### config.mk
export PLATFORM = sky130hd
export DESIGN_NAME = rxp_port
export DESIGN_NICKNAME = d
export VERILOG_FILES = /design/src/inc/rxp_pkg.sv /design/src/rxp_port.sv /design/src/rxp_buf2.sv
export SDC_FILE = /design/constraint.sdc
export NUM_CORES = 1
export LEC_CHECK = 0
export BUFFER_PORTS_ARGS = -buffer_cell sky130_fd_sc_hd__buf_4
export CAP_MARGIN = 15
export CORE_MARGIN = 2
export CORE_UTILIZATION = 60
export CTS_BUF_LIST = sky130_fd_sc_hd__clkbuf_8
export DETAILED_ROUTE_END_ITERATION = 10
export PLACE_DENSITY = 0.84
export SETUP_SLACK_MARGIN = 0.05
export SYNTH_ARGS = -nofsm -noshare
export SYNTH_HDL_FRONTEND = slang
export SYNTH_SLANG_ARGS = --single-unit
### constraint.sdc
create_clock -name clk_i -period 4.15 [get_ports clk_i]
set_clock_uncertainty 0.1 [all_clocks]
set_input_delay 0.83 -clock clk_i [delete_from_list [all_inputs] [get_ports clk_i]]
set_output_delay 0.83 -clock clk_i [all_outputs]
set_load 0.01 [all_outputs]
### src/inc/rxp_pkg.sv
// Constants and types for the repeater expansion port.
// Assumes a single 200 MHz clock and a synchronous active-high reset.
//
// Contract
// - Grant while requesting: take data and flag.
// - Grant without request: lines carry peer's data.
// - Multi-device collision input triggers own jam.
// - Shift out nine carrier-sense states continuously.
// - Carrier-sense stream synchronous to device clock.
// - Active device drives NRZ data, preamble first.
// - Flag high: data 0 multiport, 1 single-port.
// - Data line not driven without grant.
// - Drive data only with request and grant.
// - Sample data with grant and no request.
// - Request low while receiving, colliding or draining.
// - Flag line obeys same direction rules as data.
package rxp_pkg;

   // ----------------------------------------
   // Carrier-sense stream
   // ----------------------------------------
   localparam int unsigned CS_PORTS       = 9;       // Attachment port plus eight TP ports
   localparam int unsigned CS_STROBE_CYC  = 2;       // Store pulse length after a frame
   localparam logic [8:0]  CS_RESET_VAL   = 9'h000;  // Latched senses after reset

   // ----------------------------------------
   // Preamble regeneration
   // ----------------------------------------
   localparam int unsigned PRE_BITS       = 56;      // Alternating bits before delimiter
   localparam logic [7:0]  SFD_BYTE       = 8'hD5;   // Delimiter, sent LSB first

   // ----------------------------------------
   // Bit timing
   // ----------------------------------------
   localparam int unsigned CLK_MHZ        = 200;     // Core clock rate
   localparam int unsigned BIT_NS         = 100;     // One bit at 10 Mb/s
   localparam int unsigned BIT_CYC        = (BIT_NS * CLK_MHZ) / 1000;

   // ----------------------------------------
   // Transmit sequencer states
   // ----------------------------------------
   typedef enum logic [1:0] {
      RXP_IDLE,
      RXP_PRE,
      RXP_SFD,
      RXP_DATA
   } rxp_tx_e;

endpackage

### src/rxp_port.sv
// Expansion port: request/grant bus, collision flag, carrier-sense stream.
// Assumes peer pins arrive asynchronously; the tri-state wire is resolved outside.
`timescale 1ns/1ps
module rxp_port #(
   parameter int unsigned PRE_LEN = rxp_pkg::PRE_BITS   // Preamble bits to regenerate
) (
   input  wire logic       clk_i,            // Crystal-derived core clock
   input  wire logic       rst_i,            // Synchronous reset, active high
   // Repeater core side
   input  wire logic [8:0] port_rx_i,        // Per-port receive activity
   input  wire logic [8:0] port_col_i,       // Per-port collision
   input  wire logic       fifo_busy_i,      // Internal FIFO still draining
   input  wire logic       bit_valid_i,      // Repeated data bit offered
   output logic            bit_ready_o,      // Buffer can take the bit
   input  wire logic       bit_data_i,       // Repeated data bit
   input  wire logic       multiport_i,      // Collision involves several ports
   input  wire logic [8:0] carrier_i,        // Internal carrier senses
   output logic            peer_data_o,      // Sampled peer data
   output logic            peer_flag_o,      // Sampled peer collision flag
   output logic            peer_valid_o,     // Peer sampling active
   output logic            jam_start_o,      // Start own jam sequence
   // Expansion pins
   output logic            request_n_o,      // Bus request, active low
   input  wire logic       grant_n_i,        // Arbiter grant, active low
   input  wire logic       multi_col_n_i,    // Arbiter multi-device collision
   input  wire logic       expansion_data_line_i,
   output logic            expansion_data_line_o,
   output logic            expansion_data_line_oe_o,
   input  wire logic       jam_flag_i,
   output logic            jam_flag_o,
   output logic            jam_flag_oe_o,
   output logic            carrier_sense_serial_out_o,
   output logic            store_o            // High two cycles after each frame
);

   // ----------------------------------------
   // Input synchronisers, three stages each
   // ----------------------------------------
   logic [2:0] gnt_s_q, col_s_q, lin_s_q, flg_s_q;
   logic       gnt_q, col_q, lin_q, flg_q;   // Filtered levels

   always_ff @(posedge clk_i) begin
      if (rst_i) begin
         gnt_s_q <= 3'h7;
         col_s_q <= 3'h7;
         lin_s_q <= 3'h0;
         flg_s_q <= 3'h0;
         gnt_q   <= 1'b1;
         col_q   <= 1'b1;
         lin_q   <= 1'b0;
         flg_q   <= 1'b0;
      end else begin
         gnt_s_q <= {gnt_s_q[1:0], grant_n_i};
         col_s_q <= {col_s_q[1:0], multi_col_n_i};
         lin_s_q <= {lin_s_q[1:0], expansion_data_line_i};
         flg_s_q <= {flg_s_q[1:0], jam_flag_i};
         // A change counts once stages two and three agree
         if (gnt_s_q[1] == gnt_s_q[2]) gnt_q <= gnt_s_q[2];
         if (col_s_q[1] == col_s_q[2]) col_q <= col_s_q[2];
         if (lin_s_q[1] == lin_s_q[2]) lin_q <= lin_s_q[2];
         if (flg_s_q[1] == flg_s_q[2]) flg_q <= flg_s_q[2];
      end
   end

   // ----------------------------------------
   // Request and direction
   // ----------------------------------------
   logic req_q, req_d;          // Active, registered (high = requesting)
   logic colliding;
   logic own;                   // Granted while requesting
   logic listen;                // Granted while idle

   always_comb begin
      colliding = |port_col_i;
      req_d     = (|port_rx_i) || colliding || fifo_busy_i;
   end

   always_ff @(posedge clk_i) begin
      if (rst_i) begin
         req_q <= 1'b0;
      end else begin
         req_q <= req_d;
      end
   end

   assign request_n_o = ~req_q;
   assign own         = req_q && !gnt_q;
   assign listen      = !req_q && !gnt_q;

   // Both pins float without grant, drive only when owned
   assign expansion_data_line_oe_o = own;
   assign jam_flag_oe_o            = own;

   // ----------------------------------------
   // Peer sampling
   // ----------------------------------------
   always_ff @(posedge clk_i) begin
      if (rst_i) begin
         peer_data_o  <= 1'b0;
         peer_flag_o  <= 1'b0;
         peer_valid_o <= 1'b0;
         jam_start_o  <= 1'b0;
      end else begin
         peer_valid_o <= listen;
         if (listen) begin
            peer_data_o <= lin_q;
            peer_flag_o <= flg_q;
         end
         // Multi-device collision starts our own jam; core runs it
         jam_start_o <= !col_q || (listen && flg_q);
      end
   end

   // ----------------------------------------
   // Data buffer: a stalled line loses no bit
   // ----------------------------------------
   logic buf_valid, buf_data, buf_pop;

   rxp_buf2 #(.WIDTH(1)) u_buf (
      .clk_i       (clk_i),
      .rst_i       (rst_i),
      .in_valid_i  (bit_valid_i),
      .in_ready_o  (bit_ready_o),
      .in_data_i   (bit_data_i),
      .out_valid_o (buf_valid),
      .out_ready_i (buf_pop),
      .out_data_o  (buf_data)
   );

   // ----------------------------------------
   // Transmit sequencer: preamble, delimiter, data
   // ----------------------------------------
   rxp_pkg::rxp_tx_e st_q, st_d;
   logic [7:0]       bcnt_q, bcnt_d;       // Bits sent in this phase
   logic [7:0]       tick_q, tick_d;       // Cycles within a bit
   logic             tx_q, tx_d;           // NRZ bit on the line
   logic             bit_end;

   always_comb begin
      st_d    = st_q;
      bcnt_d  = bcnt_q;
      tick_d  = tick_q;
      tx_d    = tx_q;
      buf_pop = 1'b0;
      bit_end = (tick_q == 8'(rxp_pkg::BIT_CYC - 1));
      tick_d  = bit_end ? 8'h00 : tick_q + 8'h01;
      if (own && colliding) begin
         tx_d = !multiport_i;
      end
      case (st_q)
         rxp_pkg::RXP_IDLE: begin
            tick_d = 8'h00;
            bcnt_d = 8'h00;
            if (own && !colliding) begin
               st_d = rxp_pkg::RXP_PRE;
               tx_d = 1'b1;
            end
         end
         rxp_pkg::RXP_PRE: begin
            if (bit_end && !colliding) begin
               tx_d   = ~tx_q;              // Alternating preamble
               bcnt_d = bcnt_q + 8'h01;
               if (bcnt_q == 8'(PRE_LEN - 1)) begin
                  st_d   = rxp_pkg::RXP_SFD;
                  bcnt_d = 8'h00;
                  tx_d   = rxp_pkg::SFD_BYTE[0];
               end
            end
         end
         rxp_pkg::RXP_SFD: begin
            if (bit_end && !colliding) begin
               bcnt_d = bcnt_q + 8'h01;
               if (bcnt_q == 8'h07) begin
                  st_d = rxp_pkg::RXP_DATA;
                  // First data bit follows the delimiter at once, no repeat
                  if (buf_valid) begin
                     tx_d    = buf_data;
                     buf_pop = 1'b1;
                  end
               end else begin
                  tx_d = rxp_pkg::SFD_BYTE[bcnt_q[2:0] + 3'd1];
               end
            end
         end
         rxp_pkg::RXP_DATA: begin
            if (bit_end && !colliding && buf_valid) begin
               tx_d    = buf_data;
               buf_pop = 1'b1;
            end
         end
         default: st_d = rxp_pkg::RXP_IDLE;
      endcase
      if (!own) begin
         st_d = rxp_pkg::RXP_IDLE;
      end
   end

   always_ff @(posedge clk_i) begin
      if (rst_i) begin
         st_q   <= rxp_pkg::RXP_IDLE;
         bcnt_q <= 8'h00;
         tick_q <= 8'h00;
         tx_q   <= 1'b0;
      end else begin
         st_q   <= st_d;
         bcnt_q <= bcnt_d;
         tick_q <= tick_d;
         tx_q   <= tx_d;
      end
   end

   assign expansion_data_line_o = tx_q;
   assign jam_flag_o            = own && colliding;    // Flag high marks collision

   // ----------------------------------------
   // Carrier-sense serialiser
   // ----------------------------------------
   logic [8:0] cs_lat_q, cs_lat_d;   // Latched senses since last frame
   logic [8:0] cs_sh_q, cs_sh_d;     // Shift register
   logic [3:0] cs_idx_q, cs_idx_d;   // Bit index, 0..10 incl. store gap
   logic       cs_out_q, cs_out_d;
   logic       str_q, str_d;

   always_comb begin
      cs_lat_d = cs_lat_q | carrier_i;   // Remember short activity between frames
      cs_sh_d  = cs_sh_q;
      cs_idx_d = cs_idx_q + 4'd1;
      cs_out_d = cs_out_q;
      str_d    = 1'b0;
      if (cs_idx_q < 4'(rxp_pkg::CS_PORTS)) begin
         cs_out_d = cs_sh_q[0];
         cs_sh_d  = {1'b0, cs_sh_q[8:1]};
      end else begin
         str_d = 1'b1;                                     // Store gap
      end
      if (cs_idx_q == 4'(rxp_pkg::CS_PORTS + rxp_pkg::CS_STROBE_CYC - 1)) begin
         cs_idx_d = 4'd0;
         cs_sh_d  = cs_lat_q | carrier_i;
         cs_lat_d = rxp_pkg::CS_RESET_VAL;
      end
   end

   always_ff @(posedge clk_i) begin
      if (rst_i) begin
         cs_lat_q <= rxp_pkg::CS_RESET_VAL;
         cs_sh_q  <= rxp_pkg::CS_RESET_VAL;
         cs_idx_q <= 4'd0;
         cs_out_q <= 1'b0;
         str_q    <= 1'b0;
      end else begin
         cs_lat_q <= cs_lat_d;
         cs_sh_q  <= cs_sh_d;
         cs_idx_q <= cs_idx_d;
         cs_out_q <= cs_out_d;
         str_q    <= str_d;
      end
   end

   assign carrier_sense_serial_out_o = cs_out_q;
   assign store_o                    = str_q;

endmodule

### src/rxp_buf2.sv
// Two-entry valid/ready buffer for the repeated bit stream.
// Assumes both sides on clk_i; upstream honours ready.
`timescale 1ns/1ps
module rxp_buf2 #(
   parameter int unsigned WIDTH = 1
) (
   input  wire logic             clk_i,
   input  wire logic             rst_i,
   input  wire logic             in_valid_i,
   output logic                  in_ready_o,
   input  wire logic [WIDTH-1:0] in_data_i,
   output logic                  out_valid_o,
   input  wire logic             out_ready_i,
   output logic      [WIDTH-1:0] out_data_o
);

   // ----------------------------------------
   // Storage
   // ----------------------------------------
   logic [WIDTH-1:0] mem_q [2];      // Two slots
   logic [WIDTH-1:0] mem_d [2];
   logic             rd_q, rd_d;     // Read pointer
   logic             wr_q, wr_d;     // Write pointer
   logic [1:0]       cnt_q, cnt_d;   // Occupancy

   // ----------------------------------------
   // Next state
   // ----------------------------------------
   always_comb begin
      logic push;
      logic pop;
      push     = 1'b0;
      pop      = 1'b0;
      mem_d[0] = mem_q[0];
      mem_d[1] = mem_q[1];
      rd_d     = rd_q;
      wr_d     = wr_q;
      cnt_d    = cnt_q;
      push     = in_valid_i && (cnt_q != 2'd2);
      pop      = out_ready_i && (cnt_q != 2'd0);
      if (push) begin
         mem_d[wr_q] = in_data_i;
         wr_d        = ~wr_q;
      end
      if (pop) begin
         rd_d = ~rd_q;
      end
      // Push and pop together leave the count alone
      if (push && !pop) begin
         cnt_d = cnt_q + 2'd1;
      end else if (pop && !push) begin
         cnt_d = cnt_q - 2'd1;
      end
   end

   // ----------------------------------------
   // Registers
   // ----------------------------------------
   always_ff @(posedge clk_i) begin
      if (rst_i) begin
         mem_q[0] <= '0;
         mem_q[1] <= '0;
         rd_q     <= 1'b0;
         wr_q     <= 1'b0;
         cnt_q    <= 2'd0;
      end else begin
         mem_q[0] <= mem_d[0];
         mem_q[1] <= mem_d[1];
         rd_q     <= rd_d;
         wr_q     <= wr_d;
         cnt_q    <= cnt_d;
      end
   end

   assign in_ready_o  = (cnt_q != 2'd2);   // Honest full
   assign out_valid_o = (cnt_q != 2'd0);   // Honest empty
   assign out_data_o  = mem_q[rd_q];

endmodule

==> results of run 1 <==
## metal layers
layer | track usage | share of wire
met5 | 0 | 0
met4 | 0.07540 | 0.013
met1 | 0.2591 | 0.42
met3 | 0.08808 | 0.051
met2 | 0.3864 | 0.52
## cell usage in the layout, fill, tap and decap left out, types with 2 or more instances in the layout
master / n
dfxtp_1: 71
nand3_1: 8
clkinvlp_4: 2
o21ai_1: 2
or2_2: 6
nor2b_1: 6
and2_1: 2
mux2i_1: 5
nand2_1: 41
o22ai_1: 2
a311oi_1: 8
a21oi_1: 16
o21ai_0: 12
inv_1: 12
buf_4: 49
nor2_1: 55
nand2b_1: 3
or3_1: 7
a31oi_1: 4
xnor2_1: 6
o31ai_1: 3
xor2_1: 8
ha_1: 12
nor4_1: 2
clkbuf_8: 11
and3_1: 4
nor3_1: 13
o21bai_1: 2
## kinds of logic (layout without fill, tap and decap cells)
group                    count (synthesis)  count (layout)  share of synthesized area
flip-flops                              71              71                     0.4771
adder cells (fa/ha/maj)                 12              12                    0.05040
AO/OA/AOI/OAI                           55              55                     0.1163
buffers and inverters                   22              77                    0.03150
AND/OR/NAND/NOR                        159             159                     0.2667
XOR/XNOR                                14              14                    0.04116
multiplexers                             5               5                    0.01680
## synth_stat cells, types with 7 or more instances
cell and instances:
nor3_1 13, dfxtp_1 71, ha_1 12, nand2_1 41
a21oi_1 16, xor2_1 8, inv_1 11, or3_1 7
nor2_1 55, o21ai_0 12, nand3_1 8, a311oi_1 8
## report_power, final
part	switching [W]	internal (W)	leakage, nW
clock	0.000251	0.000309	0.103
combinational	0.0000380	0.0000453	0.729
sequential	0.0000154	0.000702	0.579
total	0.000305	0.00106	1.41
## registers in the layout (all words and copies together) (netlist names), 2 cells and up, named ones only
register,cells
gnt_s_q,3
st_q,2
u_buf.cnt_q,2
cs_idx_q,4
cs_lat_q,9
tick_q,8
col_s_q,3
flg_s_q,3
lin_s_q,3
u_buf.mem_q,2
bcnt_q,8
cs_sh_q,9
## area by class of cell
cell class | instances | area [um2]
clock inverters | 5 | 57.56
clock buffers | 11 | 151.4
flip-flops and latches | 71 | 1421
repair buffers | 49 | 367.9
multi-input cells | 245 | 1464
fillers | 364 | 1164
well taps | 67 | 83.83
inverters | 12 | 45.04
## how the worst max path moves through the flow
stage / from / to / slack (ns) / depth (start not counted)
finish: bcnt_q[1]$_SDFFE_PP0P_ / u_buf.cnt_q[1]$_SDFFE_PP0P_ / 1.39 / 7
global route: bcnt_q[1]$_SDFFE_PP0P_ / u_buf.cnt_q[1]$_SDFFE_PP0P_ / 1.20 / 7
CTS: bcnt_q[1]$_SDFFE_PP0P_ / u_buf.cnt_q[1]$_SDFFE_PP0P_ / 1.39 / 7
floorplan: port_col_i[2] / u_buf.cnt_q[1]$_SDFFE_PP0P_ / 1.37 / 6
global placement: port_col_i[2] / u_buf.cnt_q[1]$_SDFFE_PP0P_ / 1.14 / 7
detailed placement: port_col_i[2] / u_buf.cnt_q[1]$_SDFFE_PP0P_ / 1.07 / 7
## critical path: cells and delay by family (launching register included)
kind            cells  cell delay (ns)
simple gates        3             1.27
flops               1             0.35
compound gates      2             0.33
fa+ha+maj           2             0.63
## metrics by stage
step | power, W | setup WS, ns | hold WS [ns] | std cells | utilization
floorplan | 0.0007740 | 1.374 | 0.2895 | 338 | -
global placement | 0.0008119 | 1.136 | 0.2926 | 444 | 0.7113
detailed placement | 0.0008157 | 1.068 | 0.2958 | 444 | 0.7113
CTS | 0.001371 | 1.387 | 0.3138 | 460 | 0.7553
global route | 0.001412 | 1.202 | 0.3254 | 460 | 0.7553
finish | 0.001361 | 1.389 | 0.3110 | 460 | 0.7553
==> summary.txt, run 1 <==
Worst setup path
  – Crit Path Category: reg -> reg
  – Critical Path RT: 4.32 ns
  – CP Max Fanout: 7
  – R2R depth: 7
  – Slowest cell on crit path: or4_1
  – Reg2Reg Capture Point: u_buf.cnt_q[1]$_SDFFE_PP0P_
  – CP Cell Sequence: ha_1 > nor4b_1 > a31oi_1 > or4_1 > ha_1 > or3_1 > a21oi_1
  – Slowest stage delay, CP: 0.48 ns
  – Worst reg2reg path startpoint: bcnt_q[1]$_SDFFE_PP0P_
  – R2r setup slk: 1.39 ns
  – CP Data Arrival Time: 2.93 ns
  – CP most frequent cell: ha_1
  – CP startpoint kind: register
  – Critical Path Sink Type: register

Synthesis
  – #FFs+latches synth: 71
  – Mapped Nets: 387
  – Cells after Synth: 338
  – Post-synth EDFFs: 0
  – Synth top area share: 0.4771
  – Primary FF master, synth: dfxtp_1
  – Mean Syn Cell Area: 8.814 um2
  – Largest area contributor in the netlist: dfxtp_1
  – Count of different cell masters after synthesis: 48
  – Cell area after synthesis: 2979 um2
  – Top cells by area, synth: dfxtp_1, nor2_1, nand2_1
  – Yosys warnings: 0
  – Share of the yosys chip area belonging to registers: 0.4771
  – Async S/R FF share, synth: 0

Run status
  – Status: complete, no violations

STA
  – Worst slew pin tran: 0.7188 ns
  – Hold Fails Final Rpt: 0
  – Period minus WS final: 2.761 ns
  – Rel. slew slack: 0.5194
  – Unrepaired setup endpoints after global routing: no
  – Fin crit share: 0.6653
  – Setup TNS: 0 ns
  – Final Setup Violations: 0
  – Fmax: 362.2 MHz
  – Max-slew violations: 0

GRT
  – First-pass GRT wire length: 9570 um
  – Grt total ovfl: 0
  – Vias in the first global route: 2198
  – Initial antenna violation count: 0
  – Total GRT Usage: 0.2260
  – Pin count of the biggest net entering global routing: 48

Routing
  – Routed Antenna Nets: 0
  – Vias per cell: 5.339
  – DR pass1 iterations: 4
  – Via count: 2456
  – Detailed-route wire length: 5779 um
  – Drt first-iter violations: 74
  – Routed length per placed instance: 12.56 um
  – Drt drc: 0

Worst hold path
  – Worst hold path endpoint: gnt_s_q[1]$_SDFF_PP1_
  – Hold Path Depth: 1
  – Hold Path Class: reg -> reg
  – Hold_sp: gnt_s_q[0]$_SDFF_PP1_

Floorplan
  – # IOs: 49
  – Core Area: 4755 um2
  – DIE AREA: 5545 um2
  – Die H: 74.47 um
  – Initial Utilization: 0.6266
  – Die X: 74.47 um
  – Row count: 25

Clock tree
  – Postcts setup bufs: 0
  – Total CTS buffers: 9
  – Post-cts resize count: 0
  – Clk_lat worst skew: 0.34 ns
  – CTS Sinks: 71
  – # hold bufs at CTS: 0
  – CTS tree: built
  – Clock H-tree levels: 3
  – Root Buffer: clkbuf_8
  – Clock transition at path regs: 0.07 ns
  – Clock buffer depth: 2

Cells and area
  – Final Net Count: 437
  – Ratio of cells with drive above 1 in the final layout: 0.1883
  – Diodes inserted: 0
  – Area growth syn-to-layout: 20.54%
  – Post-route cell area: 3591 um2

Power
  – Peak supply drop: 0.0003819 V
  – Pwr per Cell Area: 379.0 nW/um2
  – Leak: 1.411 nW

Placed design
  – Post-DP HPWL: 3962 um
  – Port buffer count: 48
  – GPL Wtd Cong: 0.8094
  – DP Area: 3382 um2

Job
  – Max-cap violations: 0
No activity file was read; power rests on OpenSTA's default activity.
==> run 2: changes to the inputs <==
--- a/config.mk
+++ b/config.mk
@@ -8,10 +8,10 @@
 export BUFFER_PORTS_ARGS = -buffer_cell sky130_fd_sc_hd__buf_4
 export CAP_MARGIN = 15
 export CORE_MARGIN = 2
-export CORE_UTILIZATION = 60
+export CORE_UTILIZATION = 52
 export CTS_BUF_LIST = sky130_fd_sc_hd__clkbuf_8
 export DETAILED_ROUTE_END_ITERATION = 10
-export PLACE_DENSITY = 0.84
+export PLACE_DENSITY = 0.77
 export SETUP_SLACK_MARGIN = 0.05
 export SYNTH_ARGS = -nofsm -noshare
 export SYNTH_HDL_FRONTEND = slang
==> constraint.sdc (replaced) <==
create_clock -name clk_i -period 2.3 [get_ports clk_i]
set_clock_uncertainty 0.1 [all_clocks]
set_input_delay 0.46 -clock clk_i [delete_from_list [all_inputs] [get_ports clk_i]]
set_output_delay 0.46 -clock clk_i [all_outputs]
set_load 0.01 [all_outputs]
==> summary.txt, run 2 (same netlist as run 1, synthesis figures left out) <==
GRT
  – Total GRT Usage: 0.1999 (was 0.2260)
  – GRT met3 Usage: 0.06787 (was 0.08808)
  – Grt met2 use: 0.3513 (was 0.3864)
  – Routing usage on met1: 0.2296 (was 0.2591)
  – Pin count of the biggest net entering global routing: 48 (unchanged)
  – Vias in the first global route: 2370 (was 2198)
  – Initial antenna violation count: 0 (unchanged)
  – Grt total ovfl: 0 (unchanged)
  – First-pass GRT wire length: 9922 um (was 9570 um)
  – Global routing's busiest layer: met2 (unchanged)

Routing
  – Vias per cell: 5.177 (was 5.339)
  – Routed length per placed instance: 12.03 um (was 12.56 um)
  – Via count: 2485 (was 2456)
  – DR pass1 iterations: 4 (unchanged)
  – Drt drc: 0 (unchanged)
  – Detailed-route wire length: 5773 um (was 5779 um)
  – Drt first-iter violations: 117 (was 74)
  – Routed Antenna Nets: 0 (unchanged)

Cells and area
  – Final Net Count: 452 (was 437)
  – Cell Count, Final, Fillers Out: 480 (was 460)
  – Area growth syn-to-layout: 25.79% (was 20.54%)
  – Leading registers by flop count: cs_lat_q: 9 flops, cs_sh_q: 9 flops (unchanged)
  – FF/Latch Area: 1425 um2 (was 1421 um2)
  – Most common cell after layout, fill and taps aside: dfxtp_1 (unchanged)
  – Multi-input gate area: 1523 um2 (was 1464 um2)
  – Commonest non-fill, non-tap cells in the layout: dfxtp_1, buf_4, nor2_1, nand2_1, a21oi_1 (was dfxtp_1, nor2_1, buf_4, nand2_1, a21oi_1)
  – Post-route cell area: 3747 um2 (was 3591 um2)
  – Ratio of cells with drive above 1 in the final layout: 0.2402 (was 0.1883)
  – Diodes inserted: 0 (unchanged)
  – Filler cell count: 460 (was 364)

Power
  – Leak: 1.483 nW (was 1.411 nW)
  – Peak supply drop: 0.0006115 V (was 0.0003819 V)
  – Power, Total: 0.002358 W (was 0.001361 W)
  – Pwr per Cell Area: 629.3 nW/um2 (was 379.0 nW/um2)

Worst setup path
  – CP Max Fanout: 3 (was 7)
  – CP Data Arrival Time: 2.42 ns (was 2.93 ns)
  – Critical Path Sink Type: register (unchanged)
  – Critical Path RT: 2.47 ns (was 4.32 ns)
  – CP startpoint kind: register (unchanged)
  – Crit Path Category: reg -> reg (unchanged)
  – R2r setup slk: 0.04 ns (was 1.39 ns)

Clock tree
  – Postcts setup bufs: 0 (unchanged)
  – CTS tree: built (unchanged)
  – Root Buffer: clkbuf_8 (unchanged)
  – Clock buffer depth: 2 (unchanged)
  – # hold bufs at CTS: 0 (unchanged)
  – Clock H-tree levels: 3 (unchanged)
  – Total CTS buffers: 9 (unchanged)
  – CTS Sinks: 71 (unchanged)
  – Clock transition at path regs: 0.07 ns (about the same)
  – Clk_lat worst skew: 0.34 ns (about the same)

STA
  – Max-slew violations: 0 (unchanged)
  – Unrepaired setup endpoints after global routing: yes (was no)
  – PnR worst setup slack: 0.04419 ns (was 1.389 ns)
  – Final Setup Violations: 0 (unchanged)
  – Hold Fails Final Rpt: 0 (unchanged)
  – Rel. slew slack: 0.6673 (was 0.5194)
  – Fin crit share: 0.9808 (was 0.6653)
  – Setup TNS: 0 ns (unchanged)
  – Worst slew pin tran: 0.4991 ns (was 0.7188 ns)
  – Fmax: 443.3 MHz (was 362.2 MHz)
  – Period minus WS final: 2.256 ns (was 2.761 ns)

Floorplan
  – Die X: 79.69 um (was 74.47 um)
  – Row count: 27 (was 25)
  – Initial Utilization: 0.5410 (was 0.6266)
  – Die H: 79.69 um (was 74.47 um)
  – # IOs: 49 (unchanged)
  – DIE AREA: 6351 um2 (was 5545 um2)
  – Core Area: 5507 um2 (was 4755 um2)

Placed design
  – Dpl cells: 464 (was 444)
  – Place WS: -0.2129 ns (was 1.068 ns)
  – Port buffer count: 48 (unchanged)
  – DP Area: 3523 um2 (was 3382 um2)
  – GPL Wtd Cong: 0.7820 (was 0.8094)
  – Post-DP HPWL: 4066 um (was 3962 um)

Job
  – Max-cap violations: 0 (unchanged)

Worst hold path
  – Hold Path Class: in -> reg (was reg -> reg)

Run status
  – Status: complete, no violations (unchanged)
[run 2: cell types whose count changed in the layout (fill, tap and decap cells not counted), moves of 2 or more]
cell | previous run | this run
dfxtp_2 | 0 | 3
buf_4 | 49 | 64
ha_1 | 12 | 10
dfxtp_1 | 71 | 68
ha_4 | 0 | 2
[run 2: metal layers]
metal / up-vias / share of wire
li1: 1289 / -
met1: 1134 / 0.45
met2: 50 / 0.49
met3: 12 / 0.044
met4: 0 / 0.017
met5: - / 0
[run 2: layout make-up]
class,count,share of cell area
multi-input combinational,245,0.4063
clock inverter,5,0.008681
inverter,12,0.01202
tap,72,0.02404
timing repair buffer,64,0.1282
sequential,71,0.3803
clock buffer,11,0.04040
[run 2: where the power goes]
part / leakage (nW) / internal [W] / switching, W
clock network: 0.0932 / 0.000448 / 0.000455
logic: 0.809 / 0.0000899 / 0.0000711
registers: 0.581 / 0.00127 / 0.0000276
[run 2: per-stage QoR]
stage	hold slack, ns	utilization
floorplan	0.2895	-
global placement	0.2911	0.6399
detailed placement	0.2978	0.6399
CTS	0.1900	0.6755
global route	0.1832	0.6805
finish	0.2002	0.6805
[run 2: worst paths after layout]
kind / from / to / cells after the start
hold reg to reg: gnt_s_q[0]$_SDFF_PP1_ / gnt_s_q[1]$_SDFF_PP1_ / 1
setup reg to reg: tick_q[6]$_SDFF_PP0_ / u_buf.cnt_q[1]$_SDFFE_PP0P_ / 7
setup / recovery: tick_q[6]$_SDFF_PP0_ / u_buf.cnt_q[1]$_SDFFE_PP0P_ / 7
hold / removal: grant_n_i / gnt_s_q[0]$_SDFF_PP1_ / 2
[run 2: worst max-delay path, cell delays in order (launching register included)]
cell	delay [ns]
dfxtp_1	0.35
nor4b_4	0.33
nand3_4	0.10
or4_4	0.54
ha_4	0.18
xor2_2	0.14
or3_1	0.31
a21oi_1	0.14
[run 2: what timing repair did]
item / in CTS / in global routing
gates resized for setup: 3 / 6
pin swaps: 1 / 2
hold endpoints to repair: 0 / 0
setup endpoints to repair: 1 / 10
gates cloned: 0 / 0
